File: config.mk
export PLATFORM = sky130hd
export DESIGN_NAME = ormp_decode
export DESIGN_NICKNAME = d
export VERILOG_FILES = /design/src/core/ormp_decode.v
export VERILOG_INCLUDE_DIRS = /design/src /design/src/pkg
export SDC_FILE = /design/constraint.sdc
export NUM_CORES = 1
export LEC_CHECK = 0
export ABC_AREA = 1
export BUFFER_PORTS_ARGS = -buffer_cell sky130_fd_sc_hd__buf_2
export CAP_MARGIN = 10
export CORE_MARGIN = 5
export CORE_UTILIZATION = 39
export CTS_CLUSTER_DIAMETER = 150
export DETAILED_ROUTE_END_ITERATION = 7
export GPL_TIMING_DRIVEN = 0
export PLACE_DENSITY = 0.75
export REMOVE_ABC_BUFFERS = 1
export SETUP_SLACK_MARGIN = 0.1
export SLEW_MARGIN = 20
export SYNTH_ARGS = -nofsm -noshare
export SYNTH_HDL_FRONTEND = slang
export SYNTH_SLANG_ARGS = --single-unit
File: constraint.sdc
create_clock -name ref_clk_in -period 5.57 [get_ports ref_clk_in]
set_input_delay 1.114 -clock ref_clk_in [delete_from_list [all_inputs] [get_ports ref_clk_in]]
set_output_delay 1.114 -clock ref_clk_in [all_outputs]
set_load 0.1 [all_outputs]
File: src/pkg/ormp_consts.vh
`ifndef ORMP_CONSTS_VH
`define ORMP_CONSTS_VH
`define ORMP_OP_OR        6'h04
`define ORMP_OP_COPY      6'h14
`define ORMP_OP_PTR1      8'hee
`define ORMP_OP_PTR2      8'hf0
`define ORMP_PTR1_ZERO    2'h0
`define ORMP_BIT_D        9
`define ORMP_BIT_A        8
`define ORMP_IDX_MAX      8'h5f
`define ORMP_ACC_BANK     4'h0
`define ORMP_ACC_HI_BANK  4'hf
`define ORMP_ACC_SPLIT    8'h60
`define ORMP_ACC_RST      8'h00
`define ORMP_PTR_RST      12'h000
`define ORMP_NUM_PTR      3
`endif

File: src/core/ormp_decode.v
`timescale 1ns/1ps
`include "ormp_consts.vh"
// Overview of operation
// RULE1: or opcode ors accumulator with file, sets n,z
// RULE2: destination bit picks accumulator or file
// RULE3: access bit picks access bank or bank select
// RULE4: extended set, a=0, f<=95 means indexed offset
// RULE5: copy opcode moves file to destination, sets n,z
// RULE6: copy source anywhere in selected 256-byte bank
// RULE7: pointer load puts 12-bit literal in pointer
// RULE8: or/copy one cycle; pointer load two words
module ormp_decode (
    input  wire        ref_clk_in,
    input  wire        rstn_in,
    input  wire        instr_valid_in,
    input  wire [15:0] instr_word_in,
    input  wire        ext_set_en_in,
    input  wire [3:0]  bank_select_register_in,
    input  wire [7:0]  file_rdata_in,
    output wire [11:0] file_addr_out,
    output reg  [7:0]  file_wdata_out,
    output reg         file_we_out,
    output reg         file_waddr_valid_out,
    output reg  [11:0] file_waddr_out,
    output reg  [7:0]  accumulator_out,
    output reg         flag_n_out,
    output reg         flag_z_out,
    output reg         busy_out,
    output reg  [11:0] pointer0_out,
    output reg  [11:0] pointer1_out,
    output reg  [11:0] pointer2_out
);
    localparam ST_IDLE = 2'b01;
    localparam ST_LOW  = 2'b10;

    reg  [1:0]  state_reg;
    reg  [1:0]  ptr_sel_reg;
    reg  [7:0]  result;
    reg  [11:0] addr;
    wire [7:0]  f_field = instr_word_in[7:0];
    wire        d_bit   = instr_word_in[`ORMP_BIT_D];
    wire        a_bit   = instr_word_in[`ORMP_BIT_A];
    wire        is_or   = instr_word_in[15:10] == `ORMP_OP_OR;
    wire        is_copy = instr_word_in[15:10] == `ORMP_OP_COPY;
    wire        is_ptr1 = (instr_word_in[15:8] == `ORMP_OP_PTR1) &&
                          (instr_word_in[7:6] == `ORMP_PTR1_ZERO) &&
                          (instr_word_in[5:4] != 2'h3);
    wire        is_ptr2 = instr_word_in[15:8] == `ORMP_OP_PTR2;
    wire        idle    = state_reg == ST_IDLE;
    wire        do_byte = instr_valid_in && idle && (is_or || is_copy);

    // RULE4: indexed offset select
    wire        indexed = !a_bit && ext_set_en_in && (f_field <= `ORMP_IDX_MAX);

    always @* begin
        // RULE3: access bank or bank select
        // RULE6: full 256-byte bank reach
        if (indexed) begin
            addr = pointer2_out + {4'h0, f_field};
        end else if (a_bit) begin
            addr = {bank_select_register_in, f_field};
        end else if (f_field < `ORMP_ACC_SPLIT) begin
            addr = {`ORMP_ACC_BANK, f_field};
        end else begin
            addr = {`ORMP_ACC_HI_BANK, f_field};
        end
        // RULE1: inclusive or
        if (is_or) begin
            result = accumulator_out | file_rdata_in;
        end else begin
            // RULE5: plain copy
            result = file_rdata_in;
        end
    end

    assign file_addr_out = addr;

    always @(posedge ref_clk_in or negedge rstn_in) begin
        if (!rstn_in) begin
            state_reg            <= ST_IDLE;
            ptr_sel_reg          <= 2'h0;
            file_wdata_out       <= 8'h00;
            file_we_out          <= 1'b0;
            file_waddr_valid_out <= 1'b0;
            file_waddr_out       <= 12'h000;
            accumulator_out      <= `ORMP_ACC_RST;
            flag_n_out           <= 1'b0;
            flag_z_out           <= 1'b0;
            busy_out             <= 1'b0;
            pointer0_out         <= `ORMP_PTR_RST;
            pointer1_out         <= `ORMP_PTR_RST;
            pointer2_out         <= `ORMP_PTR_RST;
        end else begin
            file_we_out          <= 1'b0;
            file_waddr_valid_out <= 1'b0;
            case (state_reg)
                ST_IDLE: begin
                    if (do_byte) begin
                        // RULE8: single-cycle byte op
                        flag_n_out <= result[7];
                        flag_z_out <= result == 8'h00;
                        // RULE2: destination steer
                        if (d_bit) begin
                            file_we_out          <= 1'b1;
                            file_waddr_valid_out <= 1'b1;
                            file_waddr_out       <= addr;
                            file_wdata_out       <= result;
                        end else begin
                            accumulator_out <= result;
                        end
                    end else if (instr_valid_in && is_ptr1) begin
                        // RULE7: high nibble first
                        ptr_sel_reg <= instr_word_in[5:4];
                        case (instr_word_in[5:4])
                            2'h0: pointer0_out[11:8] <= instr_word_in[3:0];
                            2'h1: pointer1_out[11:8] <= instr_word_in[3:0];
                            default: pointer2_out[11:8] <= instr_word_in[3:0];
                        endcase
                        busy_out  <= 1'b1;
                        state_reg <= ST_LOW;
                    end
                end
                ST_LOW: begin
                    if (instr_valid_in) begin
                        // RULE8: second word low byte
                        if (is_ptr2) begin
                            // RULE7: low byte load
                            case (ptr_sel_reg)
                                2'h0: pointer0_out[7:0] <= instr_word_in[7:0];
                                2'h1: pointer1_out[7:0] <= instr_word_in[7:0];
                                default: pointer2_out[7:0] <= instr_word_in[7:0];
                            endcase
                        end
                        busy_out  <= 1'b0;
                        state_reg <= ST_IDLE;
                    end
                end
                default: begin
                    busy_out  <= 1'b0;
                    state_reg <= ST_IDLE;
                end
            endcase
        end
    end
endmodule // ormp_decode

# [Word level (Yosys, flattened, before mapping)]
# Index checks and enable logic that the tools add are counted.
[word_totals] output_inout_bits=81 reg_bits=72 in_bits=32 elab_cells=76
[op_classes] mux=15 eq_ne=12 n_reduce_logical=26 n_addsub=1 n_bitwise=5 n_lt_le_gt_ge=2
[ops] cell="12-bit two-way mux" n=3
[ops] cell="4-bit AND reduction" n=6
[ops] cell="8-bit == test (second input constant)" n=2
[ops] cell="12-bit by 8-bit adder with 12-bit output" n=1
[ops] cell="3-bit AND reduction" n=4
[ops] cell="8-bit by 7-bit less-or-equal comparator with 1-bit output (second input constant)" n=1
[ops] cell="8-bit zero test" n=1
[ops] cell="8-bit by 7-bit less-than comparator with 1-bit output (second input constant)" n=1
[ops] cell="8-bit two-way mux" n=1
[ops] cell="8-bit OR" n=1
[ops] cell="1-bit logical AND" n=7
[ops] cell="2-bit by 1-bit == test with 1-bit output (second input constant)" n=3
[ops] cell="6-bit by 3-bit == test with 1-bit output (second input constant)" n=1
[ops] cell="6-bit by 5-bit == test with 1-bit output (second input constant)" n=1
[ops] cell="2-bit zero test" n=3
[ops] cell="1-bit two-way mux" n=6
[ops] cell="2-bit two-way mux" n=3
[ops] cell="2-bit inequality test (second input constant)" n=3
[ops] cell="1-bit NOT" n=4
[ops] cell="2-bit case mux with 2 select lines" n=1
[ops] cell="2-bit OR reduction" n=2
[ops] cell="2-bit == test (second input constant)" n=1
[ops] cell="2-bit by 1-bit inequality test with 1-bit output (second input constant)" n=1
[ops] cell="1-bit case mux with 2 select lines" n=1
[ops] cell="3 further kinds" n=3

# [Longest topological paths before layout]
[logic_depth] ltp_word=7 ltp_mapped=13 depth_no_buf=13

# [Worst setup path after synthesis]
# Ideal clock, no wire load.
[synth_path] path_type="input to output" start="input instr_word_in[0]" end="output file_addr_out[1]" stages=4 path_buffers=0 required_time_ns=4.456 arrival_ns=3.955 slack_ns=0.501 cell_sequence="ha_1 > inv_1 > fa_1 > o21ai_0"
[synth_via] elab_chain_cells=3
[synth_lines] item="start: declaration" line="ormp_decode.v:16" text="input wire [15:0] instr_word_in,"
[synth_lines] item="branches (longest 2 deep; another with 12-bit by 8-bit adder with 12-bit output)"
[synth_lines] item="12-bit two-way mux *" line="ormp_decode.v:58" text="if (indexed) begin"
[synth_lines] item="end: declaration" line="ormp_decode.v:20" text="output wire [11:0] file_addr_out,"
# Every way passes the cells marked *.

# [Worst setup path after layout]
[layout_path] start="input instr_word_in[5]" end="output file_addr_out[1]"
[layout_via] elab_chain_cells=3
[layout_lines] item="8-bit by 7-bit less-or-equal comparator with 1-bit output (no line)"
[layout_lines] item="1-bit logical AND" line="ormp_decode.v:53" text="wire indexed = !a_bit && ext_set_en_in && (f_field <= `ORMP_IDX_MAX);"
[layout_lines] item="12-bit two-way mux" line="ormp_decode.v:58"
# Every way passes these cells.

==> metrics <==
Worst EP arrival 3.52 ns; register area share after synthesis roughly 50%; row count 34; CTS Buf Count 9; drt drc 0; unrepaired setup endpoints after global routing no; max frequency roughly 220 MHz; final wirelength about 9.6 mm; Worst-Skew Late Latency approximately 0.35 ns; P_int between 800 and 900 µW; largest net degree at the start of global routing between 40 and 50; Gates resized, CTS repair 0; Setup Buffers After CTS 0; CP endpoint file_addr_out[1]; share of cells above drive strength 1 between 20% and 30%; Rel. slew slack approximately 34%; outcome completed; H-tree lvl count 3; DRT Pass-1 Iters 4; crit path from instr_word_in[5]; nets@finish ~590; initial antenna violation count 0; wire per inst 14.4 µm; Final Util 50.0%; setup TNS 0 ns; Reg2Reg Depth 9; Clk pin slew, worst setup/hold paths ~0.07 ns; Routed Antenna Nets 0; Placed Cells 650; flops & latches, synth just over 70; input/output buffers around 110; Root Buffer clkbuf_8; Worst-Margin Slew just under 1 ns; Peak VDD IR ~0.11 mV; Worst setup EP type output pin; Final setup violation count 0; hpwl dp 7.41 mm; synth warn 0; CTS tree done; Switching Fraction between 40 and 50%; Top-Level Pins 113; GRT Util Overall 17.4%; Max Clock Skew between 0.01 and 0.015 ns; routed vias 3,273; FF-to-FF setup slack roughly 3.5 ns; CP required between 4 and 5 ns; Pleak approximately 2.5 nW; DIE AREA roughly 11,000 µm²; clk sinks 71; GR Overflow Total 0; Worst Path Class, Setup in2out; Startpoint Class input pin; synth-to-layout area growth 24.0%; Psw between 500 and 600 µW; Starting DRT DRC Count approximately 160; hold crit path type reg2reg; area of the mapped netlist around 3500 µm²; critical register-to-register path endpoint file_waddr_out[4]; DIE WIDTH ~110 µm; unique cell type count in the Yosys netlist 31; GP Congestion roughly 0.86; Finished Layout Cells 666; Post-Syn Instances ~440; most frequent cells in the layout nand2_1 (155), buf_2 (111), dfrtp_1 (70); Power Dens Cells 311 nW/µm²; Power, Total about 1.4 mW; wire length of the first global-routing pass approximately 16 mm; R2R Path Start pointer2_out[0]; commonest non-fill, non-tap cell in the layout nand2_1; vias in the first global route approximately 3,100; CP Max Fanout 16; worst-case clock buffer depth 2; Hold Buf Count CTS 0; final hold vios 0; area of the core slightly below 9000 µm²; Initial Util around two fifths; Synth Area per Inst 8.05 µm²; fin. max-slew vios 0; Comb pwr share 28.5%; die height about 110 µm; Final min period 4.63 ns; vias per cell just under 5; period utilization about 83%; clock share of power 30.4%; sequential fraction of design power approximately 41%; hold_ws between 0.4 and 0.5 ns; Max-Cap Viols 0; antenna diode count 0
==> Yosys cell counts <==
cell | number | area share (%)
nand3_2 | 1 | 0.28
buf_4 | 3 | 0.64
o21bai_1 | 1 | 0.21
a21o_1 | 4 | 0.85
buf_2 | 2 | 0.28
a21oi_1 | 11 | 1.6
ha_1 | 8 | 2.8
or2_2 | 4 | 0.71
xor2_1 | 1 | 0.25
dfrtp_1 | 70 | 50
xnor2_1 | 1 | 0.25
and2_1 | 2 | 0.35
or2_1 | 1 | 0.18
o21ai_1 | 1 | 0.14
dfstp_2 | 1 | 0.74
a211oi_1 | 1 | 0.21
nor3_2 | 2 | 0.57
inv_2 | 1 | 0.11
nand4_1 | 12 | 2.1
inv_1 | 48 | 5.1
nor4_1 | 1 | 0.18
o21ai_2 | 8 | 2.0
nand3_1 | 21 | 3.0
a21boi_0 | 1 | 0.21
o21ai_0 | 53 | 7.5
nand2_1 | 155 | 16
clkbuf_1 | 3 | 0.32
buf_6 | 2 | 0.64
fa_1 | 1 | 0.57
nor2_1 | 18 | 1.9
nor2_4 | 1 | 0.32
==> worst min-delay path by stage <==
stage	from	end	slack, ns	depth (start not counted)
final	file_waddr_out[1]	file_waddr_out[1]	0.47	2
after global routing	file_wdata_out[4]	file_wdata_out[4]	0.51	2
after CTS	file_waddr_out[1]	file_waddr_out[1]	0.48	2
after detailed placement	file_waddr_out[1]	file_waddr_out[1]	0.46	2
after global placement	file_waddr_out[1]	file_waddr_out[1]	0.45	2
after floorplan	ptr_sel_reg[1]	ptr_sel_reg[1]	0.55	2
==> power by group through the flow <==
stage | sequential, mW | clock, mW | combinational, mW
6_report | 0.560 | 0.415 | 0.389
5_1_grt | 0.564 | 0.447 | 0.408
4_1_cts | 0.560 | 0.427 | 0.392
3_5_place_dp | 0.570 | 0 | 0.391
3_3_place_gp | 0.568 | 0 | 0.387
2_1_floorplan | 0.774 | 0 | 0.103
==> area by class of cell <==
cell class	instances	area [µm²]
well taps	108	135
flip-flops and latches	71	1780
clock inverters	6	68.8
clock buffers	10	128
inverters	49	184
fillers	871	4380
repair buffers	113	583
multi-input cells	309	1510
==> critical path, cell delays in order <==
cell	delay, ns
buf_2	0.14
a21oi_1	0.19
nand2_1	0.07
nor2_1	0.74
inv_1	0.25
o21ai_0	0.49
buf_2	0.52
==> per-layer routing <==
layer	global-route usage, %	routed length (µm)	part of all wire [%]
met1	23.6	4380	46
met2	27.2	4350	45
met3	4.19	684	7.2
met4	6.21	152	1.6
met5	0	0	0
==> cells by family after synthesis <==
| family | synth area share (%) |
|---|---|
| compound gates | 12.7 |
| fa+ha+maj | 3.40 |
| xor+xnor | 0.496 |
| flops | 50.3 |
| buf+inv | 7.08 |
| simple gates | 26.1 |
==> metrics by stage <==
step	cell area [µm²]	setup WS, ns
2_1_floorplan	3470	0.267
3_3_place_gp	4160	0.894
3_5_place_dp	4190	0.948
4_1_cts	4380	0.946
5_1_grt	4380	0.733
6_report	4380	0.940
No activity file was read; power rests on OpenSTA's default activity.
